## src/xad_pkg.sv

```systemverilog
// shared constants, types and state layout of the audio sector decoder
`default_nettype none
package xad_pkg;
    // ----------------------------------------------------------------
    // register map
    // ----------------------------------------------------------------
    localparam logic [7:0] XAD_CTRL_OFS = 8'h00;
    localparam logic [7:0] XAD_STAT_OFS = 8'h04;
    localparam logic [7:0] XAD_CNT_OFS = 8'h08;
    localparam logic [31:0] XAD_CTRL_MASK = 32'h001FFF01;
    localparam logic [31:0] XAD_CTRL_RST = 32'h00000000;
    localparam logic [1:0] XAD_OKAY = 2'h0;
    localparam logic [1:0] XAD_SLVERR = 2'h2;
    // ----------------------------------------------------------------
    // sector layout
    // ----------------------------------------------------------------
    localparam logic [2:0] XAD_SUBHDR_LAST = 3'h7;
    localparam logic [4:0] XAD_PORTION_LAST = 5'h11;
    localparam logic [6:0] XAD_BYTE_LAST = 7'h7F;
    localparam logic [6:0] XAD_HDR_LEN = 7'h10;
    localparam logic [4:0] XAD_WORD_LAST = 5'h1B;
    localparam logic [3:0] XAD_PAR_BASE = 4'h4;
    localparam logic [3:0] XAD_DUP_HI = 4'h8;
    localparam int XAD_SM_AUDIO = 2;
    localparam int XAD_SM_FORM2 = 5;
    localparam int XAD_SM_RT = 6;
    localparam logic [1:0] XAD_CODE_ONE = 2'h1;
    // ----------------------------------------------------------------
    // sample expansion and prediction
    // ----------------------------------------------------------------
    localparam logic [3:0] XAD_SHIFT_MAX = 4'hC;
    localparam logic [3:0] XAD_SHIFT_ALT = 4'h9;
    localparam logic [31:0] XAD_POS = 32'h62733C00;
    localparam logic [31:0] XAD_NEG = 32'hC9CC0000;
    localparam logic signed [24:0] XAD_ROUND = 25'h0000020;
    localparam int XAD_DIV_SH = 6;
    localparam logic signed [24:0] XAD_PCM_MAX = 25'h0007FFF;
    localparam logic signed [24:0] XAD_PCM_MIN = 25'h1FF8000;
    // ----------------------------------------------------------------
    // types
    // ----------------------------------------------------------------
    typedef enum logic [1:0] {XAD_HDR, XAD_FILL, XAD_DEC, XAD_SKIP} xad_st_t;
    typedef struct packed {
        logic upd;
        logic ch;
        logic [1:0] filt;
        logic [15:0] smp;
    } xad_pin_t;
    typedef struct packed {
        logic [1:0][15:0] old;
        logic [1:0][15:0] older;
    } xad_hist_t;
    typedef struct packed {
        xad_st_t st;
        logic rdy;
        logic [2:0] hcnt;
        logic [7:0] file;
        logic [4:0] chan;
        logic [7:0] sm;
        logic [7:0] cod;
        logic [4:0] por;
        logic [6:0] pidx;
        logic [15:0] herr;
        logic perr;
        logic [1:0] grp;
        logic [4:0] j;
        logic sub;
        logic [15:0] pcm;
        logic pright;
        logic pv;
        logic [31:0] ctrl;
        logic [15:0] nsec;
        logic [15:0] nerr;
        logic aw_got;
        logic [7:0] awa;
        logic w_got;
        logic [31:0] wd;
        logic [3:0] ws;
        logic awrdy;
        logic wrdy;
        logic bv;
        logic [1:0] bresp;
        logic arrdy;
        logic rv;
        logic [31:0] rd;
        logic [1:0] rresp;
    } xad_state_t;
endpackage
`default_nettype wire

```

## src/xad_predict.sv

```systemverilog
// two-tap predictor with per-channel history and 16-bit clamp
`timescale 1ns/100ps
`default_nettype none
module xad_predict
    import xad_pkg::*;
(
    input wire logic clk_i,
    input wire logic rstn_i,
    input wire xad_pin_t in_i,
    output logic [15:0] pcm_o
);
    xad_hist_t r;
    xad_hist_t next_r;
    logic signed [7:0] f0;
    logic signed [7:0] f1;
    logic signed [24:0] acc;
    logic signed [24:0] sum;

    // ----------------------------------------------------------------
    // prediction and clamp
    // ----------------------------------------------------------------
    always_comb begin
        f0 = $signed(XAD_POS[{in_i.filt, 3'b000} +: 8]);
        f1 = $signed(XAD_NEG[{in_i.filt, 3'b000} +: 8]);
        acc = 25'($signed(r.old[in_i.ch]) * f0) + 25'($signed(r.older[in_i.ch]) * f1) + XAD_ROUND;
        sum = 25'($signed(in_i.smp)) + (acc >>> XAD_DIV_SH);
        if (sum > XAD_PCM_MAX) begin
            pcm_o = XAD_PCM_MAX[15:0];
        end else if (sum < XAD_PCM_MIN) begin
            pcm_o = XAD_PCM_MIN[15:0];
        end else begin
            pcm_o = sum[15:0];
        end
        next_r = r;
        if (in_i.upd) begin
            next_r.older[in_i.ch] = r.old[in_i.ch];
            next_r.old[in_i.ch] = pcm_o;
        end
    end

    always_ff @(posedge clk_i) begin
        if (!rstn_i) begin
            r <= '0;
        end else begin
            r <= next_r;
        end
    end
endmodule
`default_nettype wire

```

## src/xad_decoder.sv

```systemverilog
// sector selection, portion unpacking and register slave of the audio decoder
`timescale 1ns/100ps
`default_nettype none
module xad_decoder
    import xad_pkg::*;
(
    input wire logic CLK_SYS_I,
    input wire logic RSTN_I,
    input wire logic [7:0] SEC_DATA_I,
    input wire logic SEC_VALID_I,
    input wire logic SEC_FIRST_I,
    input wire logic SEC_ERR_I,
    output logic SEC_READY_O,
    output logic [15:0] PCM_O,
    output logic PCM_RIGHT_O,
    output logic PCM_VALID_O,
    input wire logic PCM_READY_I,
    input wire logic [7:0] AWADDR_I,
    input wire logic AWVALID_I,
    output logic AWREADY_O,
    input wire logic [31:0] WDATA_I,
    input wire logic [3:0] WSTRB_I,
    input wire logic WVALID_I,
    output logic WREADY_O,
    output logic [1:0] BRESP_O,
    output logic BVALID_O,
    input wire logic BREADY_I,
    input wire logic [7:0] ARADDR_I,
    input wire logic ARVALID_I,
    output logic ARREADY_O,
    output logic [31:0] RDATA_O,
    output logic [1:0] RRESP_O,
    output logic RVALID_O,
    input wire logic RREADY_I
);
    xad_state_t r;
    xad_state_t next_r;
    logic [7:0] mem [128];
    logic acc;
    logic free;
    logic stereo;
    logic eight;
    logic rt;
    logic match;
    logic drop;
    logic pdone;
    logic dlast;
    logic [2:0] blk;
    logic [3:0] pidx_hdr;
    logic [3:0] dupidx;
    logic [7:0] par;
    logic [3:0] shamt;
    logic [1:0] bsel;
    logic [7:0] raw;
    logic [15:0] wide;
    xad_pin_t pin;
    logic [15:0] pred;

    // ----------------------------------------------------------------
    // sample selection from the held portion
    // ----------------------------------------------------------------
    always_comb begin
        stereo = (r.cod[1:0] == XAD_CODE_ONE);
        eight = (r.cod[5:4] == XAD_CODE_ONE);
        rt = r.sm[XAD_SM_RT];
        blk = {r.grp, r.sub};
        pidx_hdr = XAD_PAR_BASE + {1'b0, blk};
        dupidx = blk[2] ? (XAD_DUP_HI + {1'b0, blk}) : {1'b0, blk};
        par = r.herr[pidx_hdr] ? mem[dupidx] : mem[pidx_hdr];
        shamt = (par[3:0] > XAD_SHIFT_MAX) ? XAD_SHIFT_ALT : par[3:0];
        bsel = eight ? blk[1:0] : blk[2:1];
        raw = mem[{r.j, 2'b00} + XAD_HDR_LEN + {5'h00, bsel}];
        if (eight) begin
            wide = {raw, 8'h00};
        end else if (blk[0]) begin
            wide = {raw[7:4], 12'h000};
        end else begin
            wide = {raw[3:0], 12'h000};
        end
        free = !r.pv || PCM_READY_I;
        pin.upd = (r.st == XAD_DEC) && free;
        pin.ch = stereo & r.sub;
        pin.filt = par[5:4];
        pin.smp = 16'($signed(wide) >>> shamt);
    end

    xad_predict u_predict (
        .clk_i(CLK_SYS_I),
        .rstn_i(RSTN_I),
        .in_i(pin),
        .pcm_o(pred)
    );

    // ----------------------------------------------------------------
    // next state
    // ----------------------------------------------------------------
    always_comb begin
        next_r = r;
        acc = SEC_VALID_I && r.rdy;
        match = r.ctrl[0] && (r.file == r.ctrl[15:8]) && (r.chan == r.ctrl[20:16])
            && r.sm[XAD_SM_AUDIO] && r.sm[XAD_SM_FORM2];
        drop = (r.perr || SEC_ERR_I) && !rt;
        pdone = 1'b0;
        dlast = (r.grp == (eight ? 2'h1 : 2'h3)) && (r.j == XAD_WORD_LAST) && r.sub;
        if (r.pv && PCM_READY_I) begin
            next_r.pv = 1'b0;
        end
        if (acc && SEC_FIRST_I) begin
            next_r.st = XAD_HDR;
            next_r.file = SEC_DATA_I;
            next_r.hcnt = 3'h1;
        end else begin
            case (r.st)
                XAD_HDR: begin
                    if (acc) begin
                        case (r.hcnt)
                            3'h0: next_r.file = SEC_DATA_I;
                            3'h1: next_r.chan = SEC_DATA_I[4:0];
                            3'h2: next_r.sm = SEC_DATA_I;
                            3'h3: next_r.cod = SEC_DATA_I;
                            default: next_r.hcnt = r.hcnt;
                        endcase
                        next_r.hcnt = r.hcnt + 3'h1;
                        if (r.hcnt == XAD_SUBHDR_LAST) begin
                            if (match) begin
                                next_r.st = XAD_FILL;
                                next_r.por = '0;
                                next_r.pidx = '0;
                                next_r.herr = '0;
                                next_r.perr = 1'b0;
                                next_r.nsec = r.nsec + 16'h0001;
                            end else begin
                                next_r.st = XAD_SKIP;
                            end
                        end
                    end
                end
                XAD_FILL: begin
                    if (acc) begin
                        if (SEC_ERR_I && (r.pidx < XAD_HDR_LEN)) begin
                            next_r.herr[r.pidx[3:0]] = 1'b1;
                        end
                        next_r.perr = r.perr || SEC_ERR_I;
                        next_r.pidx = r.pidx + 7'h01;
                        if (r.pidx == XAD_BYTE_LAST) begin
                            if (drop) begin
                                next_r.nerr = r.nerr + 16'h0001;
                                pdone = 1'b1;
                            end else begin
                                next_r.st = XAD_DEC;
                                next_r.grp = '0;
                                next_r.j = '0;
                                next_r.sub = 1'b0;
                            end
                        end
                    end
                end
                XAD_DEC: begin
                    if (free) begin
                        next_r.pcm = pred;
                        next_r.pv = 1'b1;
                        next_r.pright = pin.ch;
                        if (dlast) begin
                            pdone = 1'b1;
                        end else if (stereo) begin
                            next_r.sub = !r.sub;
                            if (r.sub) begin
                                if (r.j == XAD_WORD_LAST) begin
                                    next_r.j = '0;
                                    next_r.grp = r.grp + 2'h1;
                                end else begin
                                    next_r.j = r.j + 5'h01;
                                end
                            end
                        end else begin
                            if (r.j == XAD_WORD_LAST) begin
                                next_r.j = '0;
                                next_r.sub = !r.sub;
                                if (r.sub) begin
                                    next_r.grp = r.grp + 2'h1;
                                end
                            end else begin
                                next_r.j = r.j + 5'h01;
                            end
                        end
                    end
                end
                XAD_SKIP: begin
                    next_r.st = XAD_SKIP;
                end
                default: begin
                    next_r.st = XAD_HDR;
                end
            endcase
        end
        if (pdone) begin
            next_r.pidx = '0;
            next_r.herr = '0;
            next_r.perr = 1'b0;
            if (r.por == XAD_PORTION_LAST) begin
                next_r.st = XAD_SKIP;
            end else begin
                next_r.por = r.por + 5'h01;
                next_r.st = XAD_FILL;
            end
        end
        next_r.rdy = (next_r.st != XAD_DEC);

        // register bus: write side
        if (AWVALID_I && r.awrdy) begin
            next_r.aw_got = 1'b1;
            next_r.awa = AWADDR_I;
        end
        if (WVALID_I && r.wrdy) begin
            next_r.w_got = 1'b1;
            next_r.wd = WDATA_I;
            next_r.ws = WSTRB_I;
        end
        if (r.bv && BREADY_I) begin
            next_r.bv = 1'b0;
        end
        if (r.aw_got && r.w_got && !r.bv) begin
            next_r.aw_got = 1'b0;
            next_r.w_got = 1'b0;
            next_r.bv = 1'b1;
            next_r.bresp = XAD_OKAY;
            case (r.awa)
                XAD_CTRL_OFS: begin
                    for (int i = 0; i < 4; i++) begin
                        if (r.ws[i]) begin
                            next_r.ctrl[8 * i +: 8] = r.wd[8 * i +: 8];
                        end
                    end
                    next_r.ctrl = next_r.ctrl & XAD_CTRL_MASK;
                end
                XAD_STAT_OFS, XAD_CNT_OFS: next_r.bresp = XAD_OKAY;
                default: next_r.bresp = XAD_SLVERR;
            endcase
        end
        next_r.awrdy = !next_r.aw_got;
        next_r.wrdy = !next_r.w_got;

        // register bus: read side
        if (r.rv && RREADY_I) begin
            next_r.rv = 1'b0;
        end
        if (ARVALID_I && r.arrdy) begin
            next_r.rv = 1'b1;
            next_r.rresp = XAD_OKAY;
            case (ARADDR_I)
                XAD_CTRL_OFS: next_r.rd = r.ctrl;
                XAD_STAT_OFS: next_r.rd = {15'h0000, (r.st == XAD_FILL) || (r.st == XAD_DEC),
                    r.cod, 4'h0, r.cod[6], r.cod[2], eight, stereo};
                XAD_CNT_OFS: next_r.rd = {r.nerr, r.nsec};
                default: begin
                    next_r.rd = 32'h00000000;
                    next_r.rresp = XAD_SLVERR;
                end
            endcase
        end
        next_r.arrdy = !next_r.rv;
    end

    // ----------------------------------------------------------------
    // state and portion store
    // ----------------------------------------------------------------
    always_ff @(posedge CLK_SYS_I) begin
        if (!RSTN_I) begin
            r <= '0;
        end else begin
            r <= next_r;
        end
    end

    always_ff @(posedge CLK_SYS_I) begin
        if (acc && !SEC_FIRST_I && (r.st == XAD_FILL)) begin
            mem[r.pidx] <= SEC_DATA_I;
        end
    end

    assign SEC_READY_O = r.rdy;
    assign PCM_O = r.pcm;
    assign PCM_RIGHT_O = r.pright;
    assign PCM_VALID_O = r.pv;
    assign AWREADY_O = r.awrdy;
    assign WREADY_O = r.wrdy;
    assign BRESP_O = r.bresp;
    assign BVALID_O = r.bv;
    assign ARREADY_O = r.arrdy;
    assign RDATA_O = r.rd;
    assign RRESP_O = r.rresp;
    assign RVALID_O = r.rv;
endmodule
`default_nettype wire

```

## config.mk

```make
export PLATFORM = sky130hd
export DESIGN_NAME = xad_decoder
export DESIGN_NICKNAME = d
export VERILOG_FILES = /design/src/xad_pkg.sv /design/src/xad_predict.sv /design/src/xad_decoder.sv
export SDC_FILE = /design/constraint.sdc
export NUM_CORES = 2
export LEC_CHECK = 0
export ABC_AREA = 1
export BUFFER_PORTS_ARGS = -buffer_cell sky130_fd_sc_hd__buf_4
export CELL_PAD_IN_SITES_DETAIL_PLACEMENT = 1
export CELL_PAD_IN_SITES_GLOBAL_PLACEMENT = 1
export CORE_ASPECT_RATIO = 0.75
export CORE_MARGIN = 3
export CORE_UTILIZATION = 50
export DETAILED_ROUTE_END_ITERATION = 6
export GPL_TIMING_DRIVEN = 1
export PLACE_DENSITY = 0.85
export SETUP_SLACK_MARGIN = 0.05
export SKIP_LAST_GASP = 1
export SYNTH_ARGS = -nofsm -noshare
export SYNTH_HDL_FRONTEND = slang
export SYNTH_SLANG_ARGS = --single-unit
```

## constraint.sdc

```tcl
create_clock -name CLK_SYS_I -period 16.9 [get_ports CLK_SYS_I]
set_input_delay 4.225 -clock CLK_SYS_I [delete_from_list [all_inputs] [get_ports CLK_SYS_I]]
set_output_delay 4.225 -clock CLK_SYS_I [all_outputs]
set_load 0.02 [all_outputs]
```

# Yosys cells after proc, flatten, opt, wreduce, memory -nomap -nowiden
# Memories as Yosys holds them, arrays and structs flattened.
# Index checks and enable logic that the tools add are counted.
[op_classes]
multipliers = 2
mux = 80
eq_ne = 33
bitwise_logic = 4
addsub = 14
order_cmp = 9
reduce_logical = 65
shift = 3
[op_table]
columns = ["operator", "n"]
rows = [
  ["2-to-1 mux 16 bit", 10],
  ["one-hot mux 32 bit (3 select lines)", 1],
  ["2-to-1 mux 29 bit", 3],
  ["2-to-1 mux 35 bit", 2],
  ["bitwise mux 32 bit", 2],
  ["variable part select 32 x 6 -> 8 bit (first input constant)", 2],
  ["2-to-1 mux 59 bit", 1],
  ["2-to-1 mux 8 bit", 7],
  ["2-to-1 mux 55 bit", 1],
  ["multiplier 16 x 8 -> 24 bit", 2],
  ["one-hot mux 24 bit (2 select lines)", 1],
  ["2-to-1 mux 37 bit", 1],
  ["adder 16 x 1 -> 16 bit (second input constant)", 2],
  ["2-to-1 mux 2 bit", 16],
  ["2-to-1 mux 32 bit", 1],
  ["2-to-1 mux 26 bit", 1],
  ["adder 25 bit", 1],
  ["adder 25 x 7 -> 25 bit (second input constant)", 1],
  ["> comparator 25 x 16 -> 1 bit (second input constant)", 1],
  ["< comparator 25 x 16 -> 1 bit (second input constant)", 1],
  ["inequality test 2 bit (second input constant)", 12],
  ["logical AND 1 bit", 23],
  ["adder 16 x 19 -> 20 bit", 1],
  ["2-to-1 mux 18 bit", 1],
  ["60 further kinds", 116],
]
[totals]
output_inout_bits = 60
inputBits = 71
mem_count = 1
word_cells = 251
ramBits = 1024
register_bits = 287
[memory_table]
columns = ["memory", "depth", "word_bits", "read_ports", "rd_ports_with_merged_regs", "write_ports", "line_no", "text"]
rows = [
  ["mem", 128, 8, 3, 0, 1, "xad_decoder.sv:38", "logic [7:0] mem [128];"],
]

# Logic depth before layout (Yosys ltp)
[logic_depth]
word_depth = 17
depth_mapped = 62
mapped_depth_nobuf = 58

# Cells and area by module
# From an unflattened synthesis, not the netlist that was laid out.
[hier_totals]
hier_cells = 6799
hier_area_um2 = 64335.5
[modules_own_cells]
columns = ["mod", "seq_area_each_um2", "cells_each", "instances", "area_per_inst_um2"]
rows = [
  ["xad_decoder", 34533.1, 5241, 1, 52472.8],
  ["xad_predict", 1281.2, 1558, 1, 11862.6],
]

# Worst setup path after synthesis
# OpenSTA, ideal clock, no wires.
[synth_timing]
kind = "reg-to-reg"
startpoint = "register r, in the netlist blk[0]"
endpoint = "register r, in the netlist PCM_O[1]"
stages_incl_launch_ff = 55
required_time_ns = 16.791
period_less_slack_ns = 9.585
setup_slack_ns = 7.315
setup_ns = 0.109
path_buffers = 8
arrival_ns = 9.476
path_cell_list = "dfxtp_1 -> buf_6 -> buf_6 -> buf_6 -> buf_2 -> buf_2 -> clkbuf_1 -> o21ai_0 -> o21ai_0 -> nand2_1 -> nand3_1 -> o21ai_0 -> ha_1 -> inv_1 -> clkbuf_1 -> or2_2 -> fa_1 -> inv_1 -> [... 19 more ...] -> nor2_1 -> nand4_1 -> o221ai_1 -> xor2_1 -> ha_1 -> nand2_1 -> nor2_1 -> inv_1 -> nor2_1 -> nand3_1 -> o2111ai_1 -> xnor2_1 -> nand3_1 -> o21ai_2 -> clkbuf_1 -> nand3_1 -> nand2_1 -> inv_1"
[synth_between]
elab_chain_len = 12
word_cells_on_any_way = 30
classes_between = "6 x add/sub; 2 x mul; 3 x order compare; 3 x shift; 14 x mux; 1 x bitwise; 1 x memory"
[synth_rtl]
columns = ["element", "line_no", "text"]
rows = [
  ["start, declared", "xad_decoder.sv:36", "xad_state_t r;"],
  ["start signal, assigned", "xad_decoder.sv:271", "r <= next_r;"],
  ["adder 4 x 3 -> 4 bit / adder 3 x 3 -> 4 bit (equally long branches)", "xad_decoder.sv:68, xad_decoder.sv:67", ""],
  ["2-to-1 mux 4 bit / binary-select mux 1 bit (select 4 bit) (equally long branches)", "xad_decoder.sv:68, xad_decoder.sv:69", ""],
  ["memory read (128 x 8 bit) / 2-to-1 mux 1 bit (equally long branches)", "-", ""],
  ["2-to-1 mux 6 bit", "xad_decoder.sv:69", "par = r.herr[pidx_hdr] ? mem[dupidx] : mem[pidx_hdr];"],
  ["variable part select 32 x 6 -> 8 bit (on tied branches)", "xad_predict.sv:23, xad_predict.sv:24", ""],
  ["multiplier 16 x 8 -> 24 bit", "xad_predict.sv:25", "acc = 25'($signed(r.old[in_i.ch]) * f0) + 25'($signed(r.older[in_i.ch]) * f1) + XAD_ROUND;"],
  ["adder 25 bit", "xad_predict.sv:25", ""],
  ["adder 25 x 7 -> 25 bit", "xad_predict.sv:25", ""],
  ["adder 16 x 19 -> 20 bit (*)", "xad_predict.sv:26", "sum = 25'($signed(in_i.smp)) + (acc >>> XAD_DIV_SH);"],
  ["< comparator 25 x 16 -> 1 bit", "xad_predict.sv:29", "end else if (sum < XAD_PCM_MIN) begin"],
  ["2-to-1 mux 16 bit", "xad_predict.sv:29", ""],
  ["2-to-1 mux 16 bit (*)", "xad_predict.sv:27", "if (sum > XAD_PCM_MAX) begin"],
]
# Mark *: on every way between the ends. The rest lies on a longest branch, timed or not. The select of a mux whose other input is x is not followed.
# A chain may end at the register's enable or synchronous reset.

# Worst setup path after layout
[layout_timing]
startpoint = "register r, in the netlist blk[0]"
endpoint = "register u_predict.r[36] in the netlist's numbering"
[layout_between]
elab_chain_len = 13
word_cells_on_any_way = 36
classes_between = "6 x add/sub; 2 x mul; 5 x order compare; 3 x shift; 17 x mux; 1 x bitwise; 1 x reduce/logical; 1 x memory"
[layout_rtl]
columns = ["element", "line_no", "text"]
rows = [
  ["adder 4 x 3 -> 4 bit / adder 3 x 3 -> 4 bit (equally long branches)", "xad_decoder.sv:68, xad_decoder.sv:67", ""],
  ["2-to-1 mux 4 bit / binary-select mux 1 bit (select 4 bit) (equally long branches)", "xad_decoder.sv:68, xad_decoder.sv:69", ""],
  ["memory read (128 x 8 bit) / 2-to-1 mux 1 bit (equally long branches)", "-", ""],
  ["2-to-1 mux 6 bit", "xad_decoder.sv:69", ""],
  ["variable part select 32 x 6 -> 8 bit (on tied branches)", "xad_predict.sv:23, xad_predict.sv:24", ""],
  ["multiplier 16 x 8 -> 24 bit", "xad_predict.sv:25", ""],
  ["adder 25 bit", "xad_predict.sv:25", ""],
  ["adder 25 x 7 -> 25 bit", "xad_predict.sv:25", ""],
  ["adder 16 x 19 -> 20 bit", "xad_predict.sv:26", ""],
  ["< comparator 25 x 16 -> 1 bit", "xad_predict.sv:29", ""],
  ["2-to-1 mux 16 bit", "xad_predict.sv:29", ""],
  ["2-to-1 mux 16 bit", "xad_predict.sv:27", ""],
  ["bitwise mux 32 bit (*)", "xad_predict.sv:37", "next_r.old[in_i.ch] = pcm_o;"],
  ["end signal, assigned", "xad_predict.sv:45", "r <= next_r;"],
  ["end, declared", "xad_predict.sv:12", "xad_hist_t r;"],
]
# Marks and branches as above.

==> results.cfg <==
[power]
leakagePower_uw = 0.03041
peakVddDrop_uv = 96.49
power.density_nw_per_um2 = 92.35
finalPower_uw = 6640

[timing]
hold_viol = 0
worst_pin_slew_ps = 1420
fin_worst_skew_ps = 32.69
finalCritPeriodShare_pct = 69.82
max_freq_ghz = 0.08475
slew_headroom_pct = 4.350
finalMaxSlewViolations = 0
min_period_ps = 11800
rsz0062_at_grt = no
tns_ps = 0
setup_viol = 0

[grt]
antenna_found_initial = 2
grt_pass1_vias = 55620
grt_usage_pct = 30.39
grt_pass1_wl_mm = 320.2
overflow = 0
grt_max_degree = 169

[layout]
antennaDiodeCount = 0
nFillCells = 14800
area_growth_syn_to_layout_pct = 8.712
fin_nets = 7583
drive_above_1_share_pct = 5.500

[drt]
wirelength_mm = 208.5
dr.pass1.iters = 6
drtIter0Drc = 5646
vias = 52010
routed_via_density = 5.783
drtAntennaViolNets = 0
drc = 0
avgRoutedWirePerCell_um = 23.19

[floorplan]
die_h_um = 321.0
die_x_um = 426.0
start_util_pct = 50.84
num_rows = 114
die_area_um2 = 136700
core-area_um2 = 130100
io_pins = 131

[min_path]
hold_class = register to register
worstHoldStart = r[41]
hold-path-cell-count = 2
min_to = r[41]

[cts]
cts_root_buf = clkbuf_16
cts_tree = built
cts_buffers = 130
cts_sinks = 1277
path_clk_slew_ps = 60
clock_latency_ps = 780
cts.path.max_buffers = 3
postCtsSetupRepairBufs = 0
htree_num_levels = 4
cts_resized = 0
cts_hold_buf = 0

[setup_path]
critPathCaptureType = register
slowest_stage = buf_4
worstRegToRegCells = 52
cpMostUsedCell = inv_1
start_kind = register
worstPathMaxFanout = 61
worst-r2r-setup-slack_ps = 5100
arrival_ps = 12450
critPathKind = register to register
critPathMaxStageDelay_ps = 570
reg2reg_from = blk[0]
r2r-end = u_predict.r[36]
critPathRequiredTime_ps = 17550

[flow_run]
drv_cap = 0

[yosys]
syn_avg_cell_area_um2 = 9.144
synth_top_cell_area_share_pct = 46.49
ys_top_cells_by_area = edfxtp_1 (46%), nand2_1 (8.8%), dfxtp_1 (7.7%)
async_flop_share_pct = 0
yosysUniqueCellTypes = 61
yosys-top-cells-count = nand2_1 (1553), inv_1 (1151), edfxtp_1 (1024), nand3_1 (857), nor2_1 (617)
synth_most_common_cell = nand2_1
yosysWarnings = 0
ys_seq_area_share_pct = 54.15
synth_area_um2 = 66140
synth_flop_cell = edfxtp_1
syn_inst = 7233
yosysTopAreaCell = edfxtp_1
synth-edff-count = 1024
synth_seq_cells = 1277

[placed_design]
port-buffer-count = 109
place_congestion = 0.8915
dp_hpwl_mm = 134.0

[run_status]
run_status = finished clean
## per-layer routing
layer  global-route usage, %  vias to the layer above  wire length (um)
li1                        -                    23450                 -
met3                   5.386                      453             18430
met5                       0                        -                12
met2                   49.39                     2140             97160
met4                   11.71                        2              7585
met1                   40.77                    25970             85340
## worst max path at each step
stage          startpoint              end  slack, ps  depth (start not counted)
2_1_floorplan      blk[0]         PCM_O[1]       7320                         54
3_3_place_gp       blk[0]  u_predict.r[52]       5660                         49
3_5_place_dp       blk[0]         PCM_O[2]       5240                         52
4_1_cts            blk[0]         PCM_O[2]       5160                         52
5_1_grt            blk[0]  u_predict.r[50]       4060                         52
6_report           blk[0]  u_predict.r[36]       5100                         52
## cell usage in the layout (no fill, tap or decap), drive strengths merged, types with 3 or more instances in the layout
cell    Yosys  routed
nand2    1556    1556
inv      1158    1162
edfxtp   1024    1024
nand3     858     858
nor2      621     621
a21oi     335     335
o21ai     293     293
dfxtp     253     253
ha        230     230
clkbuf    126     171
buf       257     167
fa        132     132
o211ai    101     101
xor2       58      58
clkinv      6      57
nor3       42      42
xnor2      35      35
nand4      26      26
or2        16      16
o22ai      14      14
a21o       13      13
a31oi      12      12
a211oi     12      12
bufinv      0       9
nor4        8       8
o21bai      7       7
o221ai      7       7
and3        5       5
nand3b      5       5
and2        3       3
o21a        3       3
## power by group
group	switching [uW]	total [uW]	leakage, uW	internal [uW]
Sequential	8.21	3410	0.0112	3400
Combinational	257	349	0.0171	91.8
Clock	1260	2880	0.00204	1620
## sequential cells by signal, indices dropped and copies added, names as in the netlist, 3 cells and up
| name | cells |
|---|---|
| u_predict.r | 64 |
| PCM_O | 16 |
| RDATA_O | 32 |
| blk | 3 |
| mem | 1024 |
| r | 128 |
## logic make-up (layout without fill, tap and decap cells)
logic type / Yosys count / count (layout) / share of synthesized area [%]
simple gates: 3143 / 3143 / 19.88
buf+inv: 1547 / 1567 / 9.540
flops: 1277 / 1277 / 54.15
compound gates: 809 / 809 / 6.833
fa+ha+maj: 362 / 362 / 8.347
xor+xnor: 93 / 93 / 1.232
other cells: 1 / 2 / 0.005670
mux: 1 / 1 / 0.01513
## cell type report
type                            count  area (um^2)  share of cell area [%]
Sequential cell                  1277        35820                   49.81
Multi-Input combinational cell   4410        24070                   33.48
Inverter                         1164         4379                   6.091
Clock buffer                      171         3531                   4.911
Tap cell                         1740         2177                   3.028
Timing Repair Buffer              167         1304                   1.813
Clock inverter                     65        618.1                  0.8597
## worst max-delay path, delay by kind of cell (launching register included)
kind	cells	cell delay (ps)
AO/OA/AOI/OAI	16	3170
XOR/XNOR	2	580
adder cells (fa/ha/maj)	9	3580
buffers and inverters	11	1610
flip-flops	1	330
AND/OR/NAND/NOR	14	2360
## stage by stage
stage	hold WS (ps)	std cells	worst slack [ps]	cell area (um^2)	utilization (%)
final	459.4	8994	5100	71900	55.27
after global routing	470.4	8994	4055	71900	55.27
after CTS	454.4	8994	5161	71900	55.27
after detailed placement	445.4	8758	5242	67750	52.08
after global placement	439.3	8758	5665	67750	52.08
after floorplan	424.5	7234	7315	66140	-
No activity file was read; power rests on OpenSTA's default activity.
